File: src/rtl/gwsp_pkg.sv
// Shared constants and types for the gain word serial/parallel port.
// Assumes both ends and the bench compile this package first.
package gwsp_pkg;
    localparam int WORD_W      = 9;
    localparam int FINE_LSB    = 0;
    localparam int FINE_W      = 4;
    localparam int COARSE_LSB  = 4;
    localparam int COARSE_W    = 4;
    localparam int ATTEN_BIT   = 8;
    localparam logic [8:0] WORD_RST = 9'h000;
    // Step sizes in tenths of a dB
    localparam int FINE_STEP_TENTHS   = 1;
    localparam int COARSE_STEP_TENTHS = 15;
    localparam int GAIN_W             = 10;
    // Host register map, word offsets on the command port
    localparam logic [1:0] REG_CTRL   = 2'h0;
    localparam logic [1:0] REG_WORD   = 2'h1;
    localparam logic [1:0] REG_STATUS = 2'h2;
    localparam logic [1:0] REG_RDBACK = 2'h3;
    localparam int CTRL_SER_BIT  = 0;
    localparam int CTRL_PDN_BIT  = 1;
    localparam int CMD_WRITE_BIT = 0;
    localparam int CMD_READ_BIT  = 1;
    localparam int SCK_DIV       = 8;
    localparam logic [7:0] SCK_DIV_CNT = 8'h08;
    typedef enum logic [2:0] {GWSP_IDLE, GWSP_LOAD, GWSP_SHIFT_LO, GWSP_SHIFT_HI,
                              GWSP_STROBE, GWSP_DONE} gwsp_state_t;
endpackage

File: src/rtl/gwsp_if.sv
// Pin bundle between the gain port and its host.
// Assumes the bench instantiates it and connects both modports.
`timescale 1ns/1ns
`default_nettype none
interface gwsp_if;
    logic interfaceSelect;
    logic shiftClk;
    logic serialGainIn;
    logic latchLoadStrobe;
    logic latchReadbackStrobe;
    logic serialGainOut;
    logic powerDownPin;
    logic attenuateSelect;
    logic [3:0] coarseStepCode;
    logic [3:0] fineStepCode;
    modport dev (input interfaceSelect, shiftClk, serialGainIn, latchLoadStrobe,
                 latchReadbackStrobe, powerDownPin, attenuateSelect, coarseStepCode,
                 fineStepCode, output serialGainOut);
    modport host (output interfaceSelect, shiftClk, serialGainIn, latchLoadStrobe,
                  latchReadbackStrobe, powerDownPin, attenuateSelect, coarseStepCode,
                  fineStepCode, input serialGainOut);
endinterface
`default_nettype wire

File: src/rtl/gwsp_host.sv
// Host end: drives a gain word serially or in parallel and reads it back.
// Assumes software uses the plain strobe port on ref_clk.
//
// The implementer's own choices: the address-and-strobe port and the register addresses.
`timescale 1ns/1ns
`default_nettype none
module gwsp_host
(
    gwsp_if.host         gwspPins,
    input  wire logic    ref_clk,
    input  wire logic    rst_b,
    input  wire logic    clkEn,
    input  wire logic [1:0]  regAddr,
    input  wire logic [31:0] regWdata,
    input  wire logic    regWrite,
    input  wire logic    regRead,
    output logic [31:0]  regRdata
);
    gwsp_pkg::gwsp_state_t state_q;
    logic [1:0]  ctrl_q;
    logic [8:0]  word_q;
    logic [8:0]  txSh_q;
    logic [8:0]  rx_q;
    logic [3:0]  bitCnt_q;
    logic [7:0]  div_q;
    logic        rdMode_q;
    logic        sck_q;
    logic        sid_q;
    logic        lat_q;
    logic [31:0] rdata_q;
    logic [1:0]  sodSync_q;

    wire busy    = (state_q != gwsp_pkg::GWSP_IDLE);
    wire tick    = (div_q == gwsp_pkg::SCK_DIV_CNT);
    wire wrCtrl  = regWrite && regAddr == gwsp_pkg::REG_CTRL;
    wire wrWord  = regWrite && regAddr == gwsp_pkg::REG_WORD && !busy;
    wire wrCmd   = regWrite && regAddr == gwsp_pkg::REG_STATUS && !busy;
    wire goWrite = wrCmd && regWdata[gwsp_pkg::CMD_WRITE_BIT] && ctrl_q[0];
    wire goRead  = wrCmd && regWdata[gwsp_pkg::CMD_READ_BIT] && ctrl_q[0];
    wire [31:0] rdMux = (regAddr == gwsp_pkg::REG_CTRL)   ? {30'h0, ctrl_q} :
                        (regAddr == gwsp_pkg::REG_WORD)   ? {23'h0, word_q} :
                        (regAddr == gwsp_pkg::REG_STATUS) ? {31'h0, busy} :
                                                            {23'h0, rx_q};

    always_ff @(posedge ref_clk or negedge rst_b)
    begin
        if (!rst_b)
        begin
            ctrl_q    <= 2'h1;
            word_q    <= gwsp_pkg::WORD_RST;
            rdata_q   <= 32'h0;
            sodSync_q <= 2'h0;
        end
        else if (clkEn)
        begin
            sodSync_q <= {sodSync_q[0], gwspPins.serialGainOut};
            if (wrCtrl)
                ctrl_q <= regWdata[1:0];
            if (wrWord)
                word_q <= regWdata[8:0];
            rdata_q <= regRead ? rdMux : 32'h0;
        end
    end
    assign regRdata = rdata_q;

    // Sequencer: bit 0 first, strobes only while shift clock is low
    always_ff @(posedge ref_clk or negedge rst_b)
    begin
        if (!rst_b)
        begin
            state_q  <= gwsp_pkg::GWSP_IDLE;
            txSh_q   <= gwsp_pkg::WORD_RST;
            rx_q     <= gwsp_pkg::WORD_RST;
            bitCnt_q <= 4'h0;
            div_q    <= 8'h0;
            rdMode_q <= 1'b0;
            sck_q    <= 1'b0;
            sid_q    <= 1'b0;
            lat_q    <= 1'b0;
        end
        else if (clkEn)
        begin
            div_q <= (tick || !busy) ? 8'h0 : div_q + 8'h1;
            unique case (state_q)
                gwsp_pkg::GWSP_IDLE:
                    if (goWrite || goRead)
                    begin
                        txSh_q   <= word_q;
                        sid_q    <= word_q[0];
                        rdMode_q <= goRead;
                        bitCnt_q <= 4'h0;
                        state_q  <= goRead ? gwsp_pkg::GWSP_LOAD : gwsp_pkg::GWSP_SHIFT_LO;
                        lat_q    <= goRead;
                    end
                gwsp_pkg::GWSP_LOAD:
                    if (tick)
                    begin
                        lat_q   <= 1'b0;
                        state_q <= gwsp_pkg::GWSP_SHIFT_LO;
                    end
                gwsp_pkg::GWSP_SHIFT_LO:
                    if (tick)
                    begin
                        // Data already stands for the whole low phase: setup before the rise
                        sck_q   <= 1'b1;
                        if (rdMode_q)
                            rx_q <= {sodSync_q[1], rx_q[8:1]};
                        state_q <= gwsp_pkg::GWSP_SHIFT_HI;
                    end
                gwsp_pkg::GWSP_SHIFT_HI:
                    if (tick)
                    begin
                        sck_q    <= 1'b0;
                        sid_q    <= txSh_q[1];
                        txSh_q   <= {1'b0, txSh_q[8:1]};
                        bitCnt_q <= bitCnt_q + 4'h1;
                        if (bitCnt_q == 4'(gwsp_pkg::WORD_W - 1))
                            state_q <= rdMode_q ? gwsp_pkg::GWSP_DONE : gwsp_pkg::GWSP_STROBE;
                        else
                            state_q <= gwsp_pkg::GWSP_SHIFT_LO;
                    end
                gwsp_pkg::GWSP_STROBE:
                    if (tick)
                    begin
                        lat_q   <= ~lat_q;
                        state_q <= lat_q ? gwsp_pkg::GWSP_DONE : gwsp_pkg::GWSP_STROBE;
                    end
                gwsp_pkg::GWSP_DONE:
                    state_q <= gwsp_pkg::GWSP_IDLE;
                default:
                    state_q <= gwsp_pkg::GWSP_IDLE;
            endcase
        end
    end

    assign gwspPins.interfaceSelect     = ctrl_q[gwsp_pkg::CTRL_SER_BIT];
    assign gwspPins.powerDownPin        = ctrl_q[gwsp_pkg::CTRL_PDN_BIT];
    assign gwspPins.shiftClk            = sck_q;
    assign gwspPins.serialGainIn        = sid_q;
    assign gwspPins.latchLoadStrobe     = lat_q && !rdMode_q;
    assign gwspPins.latchReadbackStrobe = lat_q && rdMode_q;
    assign gwspPins.attenuateSelect     = ctrl_q[0] ? 1'b0 : word_q[gwsp_pkg::ATTEN_BIT];
    assign gwspPins.coarseStepCode      = ctrl_q[0] ? 4'h0 : word_q[7:4];
    assign gwspPins.fineStepCode        = ctrl_q[0] ? 4'h0 : word_q[3:0];
endmodule
`default_nettype wire

File: src/flat_wrapper.sv
// flat-port wrapper written by rule: the top's interface ports become plain ports
module gwsp_host_flat 
  (ref_clk, rst_b, clkEn, regAddr, regWdata, regWrite, regRead, regRdata, gwspPins_interfaceSelect, gwspPins_shiftClk, gwspPins_serialGainIn, gwspPins_latchLoadStrobe, gwspPins_latchReadbackStrobe, gwspPins_powerDownPin, gwspPins_attenuateSelect, gwspPins_coarseStepCode, gwspPins_fineStepCode, gwspPins_serialGainOut);
  gwsp_if gwspPins_i ();
  input  wire logic ref_clk;
  input  wire logic rst_b;
  input  wire logic clkEn;
  input  wire logic [1:0] regAddr;
  input  wire logic [31:0] regWdata;
  input  wire logic regWrite;
  input  wire logic regRead;
  output logic [31:0] regRdata;
  output wire logic [$bits(gwspPins_i.interfaceSelect)-1:0] gwspPins_interfaceSelect;
  output wire logic [$bits(gwspPins_i.shiftClk)-1:0] gwspPins_shiftClk;
  output wire logic [$bits(gwspPins_i.serialGainIn)-1:0] gwspPins_serialGainIn;
  output wire logic [$bits(gwspPins_i.latchLoadStrobe)-1:0] gwspPins_latchLoadStrobe;
  output wire logic [$bits(gwspPins_i.latchReadbackStrobe)-1:0] gwspPins_latchReadbackStrobe;
  output wire logic [$bits(gwspPins_i.powerDownPin)-1:0] gwspPins_powerDownPin;
  output wire logic [$bits(gwspPins_i.attenuateSelect)-1:0] gwspPins_attenuateSelect;
  output wire logic [$bits(gwspPins_i.coarseStepCode)-1:0] gwspPins_coarseStepCode;
  output wire logic [$bits(gwspPins_i.fineStepCode)-1:0] gwspPins_fineStepCode;
  input wire logic [$bits(gwspPins_i.serialGainOut)-1:0] gwspPins_serialGainOut;
  assign gwspPins_interfaceSelect = gwspPins_i.interfaceSelect;
  assign gwspPins_shiftClk = gwspPins_i.shiftClk;
  assign gwspPins_serialGainIn = gwspPins_i.serialGainIn;
  assign gwspPins_latchLoadStrobe = gwspPins_i.latchLoadStrobe;
  assign gwspPins_latchReadbackStrobe = gwspPins_i.latchReadbackStrobe;
  assign gwspPins_powerDownPin = gwspPins_i.powerDownPin;
  assign gwspPins_attenuateSelect = gwspPins_i.attenuateSelect;
  assign gwspPins_coarseStepCode = gwspPins_i.coarseStepCode;
  assign gwspPins_fineStepCode = gwspPins_i.fineStepCode;
  assign gwspPins_i.serialGainOut = gwspPins_serialGainOut;
  gwsp_host u_core (.gwspPins(gwspPins_i), .ref_clk(ref_clk), .rst_b(rst_b), .clkEn(clkEn), .regAddr(regAddr), .regWdata(regWdata), .regWrite(regWrite), .regRead(regRead), .regRdata(regRdata));
endmodule
File: config.mk
export PLATFORM = sky130hd
export DESIGN_NAME = gwsp_host_flat
export DESIGN_NICKNAME = d
export VERILOG_FILES = /design/src/rtl/gwsp_pkg.sv /design/src/rtl/gwsp_if.sv /design/src/rtl/gwsp_host.sv /design/src/flat_wrapper.sv
export SDC_FILE = /design/constraint.sdc
export NUM_CORES = 1
export LEC_CHECK = 0
export CORE_ASPECT_RATIO = 0.9
export CORE_MARGIN = 2
export CORE_UTILIZATION = 63
export CTS_CLUSTER_SIZE = 14
export DETAILED_ROUTE_END_ITERATION = 16
export DONT_BUFFER_PORTS = 1
export PLACE_DENSITY = 0.82
export SYNTH_ARGS = -nofsm -noshare
export SYNTH_HDL_FRONTEND = slang
export SYNTH_SLANG_ARGS = --single-unit
File: constraint.sdc
create_clock -name ref_clk -period 2.5 [get_ports ref_clk]
set_input_delay 0.5 -clock ref_clk [delete_from_list [all_inputs] [get_ports ref_clk]]
set_output_delay 0.5 -clock ref_clk [all_outputs]
set_load 0.1 [all_outputs]
* Word-level counts from Yosys, hierarchy flattened
Index checks and enable logic that the tools add are counted.
** Storage, ports and cells
- Bits in latches :: 0
- ROM bits :: 0
- Flip-flop bits (word level) :: 82
- Input bits :: 40
- Output and inout bits :: 47
- Bits in writable memories :: 0
- Logic and storage cells :: 91
- Memories :: 0
** Operators by class
- Shift operators :: 0
- Divide/modulo/power cells :: 0
- Add/sub/neg operators :: 2
- Bitwise logic cells :: 1
- Reduce and logical (&&, ||, !) cells :: 29
- Multipliers :: 0
- Equality and inequality tests :: 13
- $lt $le $gt $ge :: 0
- Multiplexer cells :: 33
** Operator list (count)
- $mux 32 :: 3
- $mux 9 :: 3
- $mux 3 :: 6
- $pmux 9 s2 :: 1
- $mux 4 :: 4
- $pmux 3 s5 :: 1
- $reduce_and 4->1 :: 3
- $logic_and 1x1->1 :: 11
- $ne 2x1->1 const B :: 5
- $mux 1 :: 9
- $add 8x1->8 const B :: 1
- $eq 8x4->1 const B :: 1
- $mux 8 :: 1
- $pmux 4 s2 :: 1
- $eq 3x2->1 const B :: 2
- $reduce_and 6->1 :: 1
- $reduce_bool 3->1 :: 2
- $reduce_and 5->1 :: 1
- $add 4x1->4 const B :: 1
- $eq 4x4->1 const B :: 1
- $pmux 1 s2 :: 2
- $reduce_and 2->1 :: 2
- $reduce_bool 2->1 :: 2
- $eq 3x1->1 const B :: 1
- 11 further kinds :: 13

* Depth between registers and ports, before layout
Gate-level depths: netlist (run 1).
- Depth in word-level cells :: 8
- Depth in mapped cells :: 7
- Gate-level depth less buffers :: 6

* Worst setup path before layout (run 1)
No wires, ideal clock.
- Path kind :: register -> output
- Start :: register u_core.ctrl_q[0]
- End :: output gwspPins_attenuateSelect
- Cell stages (with the launch flop) :: 3
- Buffers on the path :: 1
- Arrival time :: 2.139 ns
- Required time :: 2.000 ns
- Slack :: -0.139 ns
- Path through :: dfstp_2 > clkbuf_1 > nor2b_1
** Between the ends
- Cells in the longest elaborated chain, start to end :: 1
** Ends and longest elaborated chain
- start, declared :: line gwsp_host.sv:20 : logic [1:0] ctrl_q;
- start signal, assigned :: line gwsp_host.sv:58 : ctrl_q <= regWdata[1:0];
- $mux 1 :: line gwsp_host.sv:142 : assign gwspPins.attenuateSelect = ctrl_q[0] ? 1'b0 : word_q[gwsp_pkg::ATTEN_BIT];
- end, declared :: line flat_wrapper.sv:19 : output wire logic [$bits(gwspPins_i.attenuateSelect)-1:0] gwspPins_attenuateSelect;
Every way passes these cells.

* Worst setup path after layout (run 1)
- Start :: register u_core.div_q[0]
- End :: register u_core.txSh_q[8]
** Between the ends
- Cells in the longest elaborated chain, start to end :: 3
** Ends and longest elaborated chain
- start, declared :: line gwsp_host.sv:25 : logic [7:0] div_q;
- start signal, assigned :: line gwsp_host.sv:83 : div_q <= (tick || !busy) ? 8'h0 : div_q + 8'h1;
- $eq 8x4->1 :: line gwsp_host.sv:34 : wire tick = (div_q == gwsp_pkg::SCK_DIV_CNT);
- $ne 2x1->1 (no line)
- $reduce_and 4->1 (no line)
- end signal, assigned :: line gwsp_host.sv:72 : txSh_q <= gwsp_pkg::WORD_RST;
- end signal, assigned :: line gwsp_host.sv:88 : txSh_q <= word_q;
- end signal, assigned :: line gwsp_host.sv:115 : txSh_q <= {1'b0, txSh_q[8:1]};
- end, declared :: line gwsp_host.sv:22 : logic [8:0] txSh_q;
Every way passes these cells.
A chain may end at the register's enable or synchronous reset.

==> qor.yml, run 1 <==
die_h_um: 69.77
power.internal_w: 0.002083
synth_edf_count: 0
worst-path-buf-inv: 1
syn_inst: 275
timing.final.crit_share: 0.8527
async_flop_share: 1.000
antenna_left: 0
drt-total-wl_um: 6317
cts_tree: "built"
reg2reg_from: "u_core.div_q[0]$_DFFE_PN0P_"
switchingPower_w: 0.001426
grt_pass1_vias: 2050
seq_power_share: 0.405
synthAdderAreaFrac: 0.01653
htree_num_levels: 3
synth_compound_area_frac: 0.1388
grt_max_degree: 59
required_ps: 2700
finalPower_w: 0.003509
ys.flop_type: "dfrtp_1"
swShare: 0.4063
syn-cell-area_um2: 3028
cpLargestDelayFamily: "simple AND/OR/NAND/NOR gates"
fmax_ghz: 0.4691
syn_to_final_growth_pct: 12.52
start_kind: "flop"
vias: 2161
yosysWarnings: 0
tns_ps: 0
synth-seq-cells: 58
muxShareOfSynthArea: 0.1194
cts.sinks: 58
cp_slowest_stage_delay_ps: 600
p_clk_frac: 0.255
layout_commonest_cell: "dfrtp_1"
crit_type: "reg2reg"
boundaryPins: 87
drv_cap: 0
fin_crit_ps: 2132
diodes: 0
clk_path_buf_depth: 2
drc: 0
setup_viol: 0
drive_gt1_frac: 0.2772
rrSetupSlack_ps: 370
clk_pin_slew_ps: 60
grt-ovfl-total: 0
status: "finished clean"
cts_root_buffer: "clkbuf_8"
crit_slowest_cell: "or4_4"
regToRegEndpoint: "u_core.txSh_q[8]$_DFFE_PN0P_"
rsz0062_at_grt: "false"
cp_cell_sequence: "inv_1 > ha_1 > nand4bb_1 > or4_4 > a21oi_4 > o32ai_1"
postSynthAreaPerCell_um2: 11.01
gp_congestion: 0.8122
dp_hpwl_um: 4392
nNetsFinal: 343
io_buffer_count: 0
synth_top_family_by_area: "compound AO/OA/AOI/OAI gates"
yosys.area_share.xor_xnor: 0.02314
arrival_ps: 2330
core_um2: 4547
hold_class: "in2async"
slew-limit-headroom: 0.4005
clock_latency_ps: 340
numCtsBuffers: 9
drt_iter0_drc: 154
final_cell_mix: "57 x dfrtp_1, 26 x buf_4, 23 x mux2_2, 23 x conb_1, 15 x nand2_1"
p_leak_nw: 1.569
reg2reg_depth: 6
hold_viol_final: 0
die-area_um2: 5378
irDropWorstVdd_mv: 0.8384
num_rows: 23
grt_pass1_wl_um: 10350
crit_fanout: 13
seq_area_frac_synth: 0.4798
grt_usage: 0.2540
start_util: 0.6659
via_per_inst: 5.921
power.density_nw_per_um2: 1030
maxSlewViolCount: 0
yosys.area_share.simple: 0.1318
wl_per_cell_um: 17.31
tightest_slew_ps: 899.2
yosysUniqueCellTypes: 51
antenna_found_initial: 0
dr.pass1.iters: 4
p_comb_frac: 0.340
fin_skew_ps: 6.418
die_w_um: 77.08
end_kind: "flop"
-- area by class of cell --
type	instances	area [um2]
Fill cell	323	1140
Tap cell	62	77.57
Multi-Input combinational cell	193	1413
Clock inverter	2	35.03
Clock buffer	13	168.9
Inverter	10	37.54
Timing Repair Buffer	27	222.7
Sequential cell	58	1453
-- logic make-up (layout without fill, tap and decap cells) --
kind of cell / Yosys count / count (layout)
AO/OA/AOI/OAI: 53 / 53
XOR/XNOR: 8 / 8
adder cells (fa/ha/maj): 4 / 4
buffers and inverters: 46 / 52
flip-flops: 58 / 58
multiplexers: 32 / 32
other: 1 / 23
AND/OR/NAND/NOR: 73 / 73
-- layer usage --
metal	global-route usage	routed length [um]	vias to the layer above
met4	0.07738	59	0
met3	0.1081	430	6
met2	0.3889	3050	75
li1	-	-	1000
met1	0.3307	2777	1080
met5	0	0	-
-- worst max-delay path by stage --
stage,slack (ps),start,end,depth (start not counted)
floorplan,-140,u_core.ctrl_q[0]$_DFFE_PN1P_,gwspPins_attenuateSelect,2
global placement,450,u_core.div_q[0]$_DFFE_PN0P_,u_core.txSh_q[8]$_DFFE_PN0P_,6
detailed placement,420,u_core.div_q[1]$_DFFE_PN0P_,u_core.txSh_q[8]$_DFFE_PN0P_,6
CTS,360,u_core.div_q[1]$_DFFE_PN0P_,u_core.txSh_q[8]$_DFFE_PN0P_,6
global route,220,u_core.div_q[1]$_DFFE_PN0P_,u_core.rx_q[0]$_DFFE_PN0P_,6
finish,370,u_core.div_q[0]$_DFFE_PN0P_,u_core.txSh_q[8]$_DFFE_PN0P_,6
-- Yosys cell counts (all sizes together) (7+ instances only) --
cell,number,area share
buf,27,0.066
clkbuf,9,0.011
dfrtp,57,0.47
inv,10,0.012
mux2,23,0.086
mux2i,8,0.026
nand2,15,0.019
nor2,14,0.017
nor2b,10,0.021
nor3,10,0.020
o21ai,8,0.013
o22a,16,0.048
o2bb2ai,7,0.020
-- per-stage QoR --
| step | std cells | util | setup WS (ps) | instance area [um2] | hold slack [ps] |
|---|---|---|---|---|---|
| floorplan | 297 | - | -139.5 | 3110 | 204.4 |
| global placement | 349 | 0.6984 | 452.4 | 3176 | 205.5 |
| detailed placement | 349 | 0.6984 | 418.6 | 3176 | 205.2 |
| CTS | 365 | 0.7493 | 359.5 | 3407 | 22.71 |
| global route | 365 | 0.7493 | 215.5 | 3407 | 29.37 |
| finish | 365 | 0.7493 | 368.3 | 3407 | 26.04 |
-- power groups by stage --
stage	registers (W)	logic (W)	clock network, W
finish	0.00142	0.00119	0.000896
global route	0.00145	0.00127	0.000955
CTS	0.00142	0.00120	0.000907
detailed placement	0.00143	0.00117	0
global placement	0.00142	0.00114	0
floorplan	0.00150	0.000903	0
-- state kept, by name, indices dropped and copies added (netlist names) --
signal	flops
u_core.lat_q	1
u_core.txSh_q	9
u_core.regRdata	9
u_core.gwspPins.shiftClk	1
u_core.word_q	9
u_core.bitCnt_q	4
u_core.rdMode_q	1
u_core.state_q	3
u_core.rx_q	9
u_core.sodSync_q	2
u_core.ctrl_q	2
u_core.div_q	8
-- what timing repair did --
| action | CTS | global route |
|---|---|---|
| endpoints found under the setup margin | 0 | 0 |
| hold buffers | 1 | 0 |
| endpoints found under the hold margin | 58 | 0 |
| resized for setup | 0 | 0 |
| setup buffers | 0 | 0 |
Note: power is estimated with default switching activity, not from simulation.
==> inputs of run 2 (changes only) <==
- CORE_UTILIZATION: 63 -> 57
- PLACE_DENSITY: 0.82 -> 0.78
- clock period: 2.5 -> 1.95 ns (I/O delays scaled with it)
==> qor.yml, run 2 (synthesis gave the netlist of run 1 again) <==
io_buffer_count: 0  # unchanged
p_comb_frac: 0.369  # +0.029
htree_num_levels: 3  # unchanged
fmax_ghz: 0.5243  # +12%
power.density_nw_per_um2: 1284  # +25%
drv_cap: 0  # unchanged
switchingPower_w: 0.001906  # +34%
dr.pass1.iters: 4  # unchanged
layout_commonest_cell: "dfrtp_1"
required_ps: 2170  # -530 ps
status: "finished clean"
syn_to_final_growth_pct: 17.40
nNetsFinal: 359  # +4.7%
grt_max_degree: 59  # unchanged
clk_pin_slew_ps: 70  # about the same
crit_type: "reg2reg"
end_kind: "flop"
timing.final.crit_share: 0.9781  # +0.1255
grt_usage: 0.2423  # -0.01170
die_w_um: 80.83  # +4.9%
final_cell_mix: "57 x dfrtp_1, 40 x buf_4, 23 x mux2_2, 23 x conb_1, 15 x nand2_1"
placed_area_um2: 3316  # +4.4%
antenna_found_initial: 0  # unchanged
arrival_ps: 2130  # -200 ps
crit_fanout: 12  # -1
hold_viol_final: 0  # unchanged
clock_latency_ps: 350  # about the same
power.internal_w: 0.002659  # +28%
fin_skew_ps: 9.991  # +3.573 ps
swShare: 0.4175  # +0.01118
drt_iter0_drc: 202  # +31%
tightest_slew_ps: 892.6  # -6.648 ps
grt_pass1_wl_um: 10580  # +2.3%
cts_setup_buffers: 0  # unchanged
start_kind: "flop"
gp_congestion: 0.8828  # +8.7%
num_rows: 25  # +8.7%
vias: 2244  # +3.8%
numCtsBuffers: 9  # unchanged
via_per_inst: 5.798  # -2.1%
core_um2: 5192  # +14%
slew-limit-headroom: 0.4049  # +0.004432
diodes: 0  # unchanged
drc: 0  # unchanged
hold_class: "in2reg"
p_clk_frac: 0.246  # -0.009
tns_ps: 0  # unchanged
boundaryPins: 87  # unchanged
die_h_um: 73.15  # +4.8%
fill_cells: 394  # +22%
maxSlewViolCount: 0  # unchanged
setup_viol: 0  # unchanged
p_leak_nw: 1.646  # +4.9%
cts.sinks: 58  # unchanged
rsz0062_at_grt: "false"
irDropWorstVdd_mv: 1.042  # +24%
rrSetupSlack_ps: 40  # -330 ps
dp_hpwl_um: 4618  # +5.2%
drt-total-wl_um: 6540  # +3.5%
wl_per_cell_um: 16.90  # -2.4%
cts_root_buffer: "clkbuf_8"
fin_crit_ps: 1907  # -224.3 ps
grt-ovfl-total: 0  # unchanged
seq_power_share: 0.385  # -0.020
die-area_um2: 5912  # +9.9%
start_util: 0.5831  # -0.08280
clk_path_buf_depth: 2  # unchanged
fin_area_um2: 3555  # +4.3%
antenna_left: 0  # unchanged
drive_gt1_frac: 0.3188  # +0.04152
grt_pass1_vias: 2149  # +4.8%
cts_tree: "built"
==> run 2: layout make-up <==
class                   count  area (um2)  area share
inverters                  10       37.54     0.01056
repair buffers             43       357.8      0.1007
well taps                  67       83.83     0.02358
clock buffers               9       123.9     0.03485
multi-input cells         193        1418      0.3988
flip-flops and latches     58        1456      0.4097
clock inverters             7       77.57     0.02182
==> run 2: worst paths after layout <==
path / start / end / cells past startpoint
max: u_core.div_q[5]$_DFFE_PN0P_ / u_core.bitCnt_q[2]$_DFFE_PN0P_ / 5
min: clkEn / u_core.div_q[0]$_DFFE_PN0P_ / 1
max reg2reg: u_core.div_q[5]$_DFFE_PN0P_ / u_core.bitCnt_q[2]$_DFFE_PN0P_ / 5
min reg2reg: u_core.regRdata[8]$_DFFE_PN0P_ / u_core.regRdata[8]$_DFFE_PN0P_ / 1
max in group asynchronous: rst_b / u_core.ctrl_q[0]$_DFFE_PN1P_ / 2
min in group asynchronous: rst_b / u_core.txSh_q[4]$_DFFE_PN0P_ / 2
==> run 2: timing repair <==
action                                  in CTS  in global routing
endpoints found under the hold margin       58                  0
hold buffers                                 2                  0
endpoints found under the setup margin       0                 12
gates resized for setup                      0                  0
==> run 2: worst max-delay path, stage by stage (launching register included) <==
cell,delay (ps)
dfrtp_1,390
or3_4,430
or4_4,550
a21oi_4,180
buf_12,150
a31oi_1,80
==> run 2: power by group through the flow <==
stage / combinational, W / clock (W) / sequential (W)
after floorplan: 0.00117 / 0 / 0.00192
after global placement: 0.00161 / 0 / 0.00176
after detailed placement: 0.00165 / 0 / 0.00178
after CTS: 0.00169 / 0.00114 / 0.00176
after global routing: 0.00180 / 0.00121 / 0.00179
final: 0.00168 / 0.00112 / 0.00176
==> run 2: through the flow <==
| step | setup slack [ps] | cells | hold slack, ps | utilization | power [W] |
|---|---|---|---|---|---|
| finish | 42.63 | 387 | 134.3 | 0.6846 | 0.004566 |
| global route | 3.892 | 387 | 136.4 | 0.6846 | 0.004796 |
| CTS | 38.79 | 387 | 127.3 | 0.6846 | 0.004594 |
| detailed placement | 58.24 | 369 | 95.63 | 0.6386 | 0.003429 |
| global placement | 109.5 | 369 | 96.21 | 0.6386 | 0.003371 |
| floorplan | -152.6 | 297 | 94.41 | - | 0.003097 |
==> run 2: metal layers <==
metal	global-route usage	share of wire	vias up
met2	0.3691	0.49	82
met3	0.07797	0.079	12
met4	0.1092	0.021	0
li1	-	-	1031
met5	0	0	-
met1	0.3166	0.41	1119
==> inputs of run 3 (changes only) <==
- CELL_PAD_IN_SITES_DETAIL_PLACEMENT: not set -> 0
- CELL_PAD_IN_SITES_GLOBAL_PLACEMENT: not set -> 1
- CORE_UTILIZATION: 57 -> 44
- PLACE_DENSITY: 0.78 -> 0.79
==> qor.yml, run 3 (synthesis gave the netlist of run 1 again) <==
drt-total-wl_um: 6444  # -1.5%
setup_viol: 0  # unchanged
nNetsFinal: 359  # unchanged
clock_latency_ps: 340  # about the same
die_h_um: 82.70  # +13%
cp_slowest_stage_delay_ps: 560  # about the same
irDropWorstVdd_mv: 0.5819  # -44%
grt_usage: 0.1867  # -0.05560
die_w_um: 91.44  # +13%
arrival_ps: 2100  # -30 ps
start_util: 0.4573  # -0.1258
worst-path-buf-inv: 2  # +1
final_cell_mix: "57 x dfrtp_1, 40 x buf_4, 23 x mux2_2, 23 x conb_1, 15 x nand2_1"
vias: 2143  # -4.5%
cts_root_buffer: "clkbuf_8"
timing.final.crit_share: 0.9681  # -0.01003
busiest_layer: "met2"
fin_crit_ps: 1888  # -19.56 ps
tightest_slew_ps: 890.1  # -2.544 ps
met2_usage: 0.2831  # -0.08606
grt-ovfl-total: 0  # unchanged
drive_gt1_frac: 0.3063  # -0.01250
numCtsBuffers: 9  # unchanged
cp_cell_sequence: "inv_1 > ha_1 > nand4bb_1 > or4_4 > a21oi_4 > buf_4 > a31oi_1"
wl_per_cell_um: 15.72  # -7.0%
num_rows: 28  # +12%
cts_tree: "built"
syn_to_final_growth_pct: 17.15
hold_class: "in2reg"
required_ps: 2160  # about the same
dp.cells: 392  # +6.2%
p_leak_nw: 1.629  # -1.1%
crit_type: "reg2reg"
hold_viol_final: 0  # unchanged
end_kind: "flop"
crit_slowest_cell: "or4_4"
core_um2: 6621  # +28%
fmax_ghz: 0.5297  # +1.0%
fin_util: 0.5357  # -0.1489
drv_cap: 0  # unchanged
status: "finished clean"
clk_pin_slew_ps: 60  # about the same
cts_setup_buffers: 0  # unchanged
antenna_found_initial: 0  # unchanged
via_per_inst: 5.227  # -9.9%
met1_usage: 0.2395  # -0.07710
whs_ps: 151.8  # +17.43 ps
cts.sinks: 58  # unchanged
maxSlewViolCount: 0  # unchanged
clk_path_buf_depth: 2  # unchanged
grt_util_met3: 0.08167  # +0.003699
start_kind: "flop"
gp_congestion: 0.8329  # -5.7%
io_buffer_count: 0  # unchanged
rsz0062_at_grt: "true"
slew-limit-headroom: 0.4066  # +0.001696
boundaryPins: 87  # unchanged
power.density_nw_per_um2: 1235  # -3.9%
grt_pass1_vias: 2129  # -0.93%
drc: 0  # unchanged
layout_commonest_cell: "dfrtp_1"
drt_iter0_drc: 80  # -60%
antenna_left: 0  # unchanged
die-area_um2: 7562  # +28%
stdcell_count: 410  # +5.9%
diodes: 0  # unchanged
dr.pass1.iters: 4  # unchanged
grt_max_degree: 59  # unchanged
crit_fanout: 6  # -6
fin_skew_ps: 3.866  # -6.125 ps
grt_pass1_wl_um: 10580  # unchanged
dp_hpwl_um: 4589  # -0.62%
cpLargestDelayFamily: "simple AND/OR/NAND/NOR gates"
htree_num_levels: 3  # unchanged
run 3: cell types whose count changed in the layout (fill, tap and decap cells not counted):
cell | previous run | this run
clkbuf_1 | 0 | 4
clkinv_4 | 2 | 0
inv_6 | 2 | 0
bufinv_16 | 1 | 0
clkbuf_8 | 9 | 10
run 3: final cells by class:
cell class,instances,area (um2)
multi-input combinational,193,1418
fill,603,3074
inverter,10,37.54
clock inverter,2,12.51
sequential,58,1456
timing repair buffer,43,357.8
tap,90,112.6
clock buffer,14,152.6
run 3: final timing paths:
check / from / end / slack, ps / cells past startpoint
min in group asynchronous: rst_b / u_core.state_q[0]$_DFFE_PN0P_ / 580 / 2
min reg2reg: u_core.txSh_q[4]$_DFFE_PN0P_ / u_core.txSh_q[4]$_DFFE_PN0P_ / 500 / 1
max reg2reg: u_core.div_q[1]$_DFFE_PN0P_ / u_core.bitCnt_q[3]$_DFFE_PN0P_ / 60 / 7
max in group asynchronous: rst_b / u_core.ctrl_q[0]$_DFFE_PN1P_ / 1090 / 2
min: clkEn / u_core.div_q[1]$_DFFE_PN0P_ / 150 / 1
max: u_core.div_q[1]$_DFFE_PN0P_ / u_core.bitCnt_q[3]$_DFFE_PN0P_ / 60 / 7
run 3: what timing repair did:
item / 4_1_cts / 5_1_grt
pin swaps: 0 / 0
hold buffers: 2 / 0
endpoints found under the hold margin: 58 / 0
gates cloned: 0 / 0
resized for setup: 3 / 0
setup endpoints to repair: 9 / 8
run 3: through the flow:
step           total power (W)  setup TNS [ps]  setup slack [ps]  cell area, um2
2_1_floorplan         0.003097           -1374            -152.6            3144
3_3_place_gp          0.003372               0             75.79            3332
3_5_place_dp          0.003414               0             72.50            3332
4_1_cts               0.004432               0             45.40            3547
5_1_grt               0.004631          -72.45            -16.48            3547
6_report              0.004380               0             62.20            3547
run 3: power breakdown:
part           internal, W  switching (W)
registers          0.00147       0.000286
logic             0.000593        0.00108
clock network     0.000495       0.000451
total              0.00256        0.00182
run 3: routing by layer:
metal / routed length, um / up-vias
met5: 0 / -
met4: 105 / 0
li1: - / 1022
met2: 3081 / 55
met3: 370 / 10
met1: 2886 / 1056
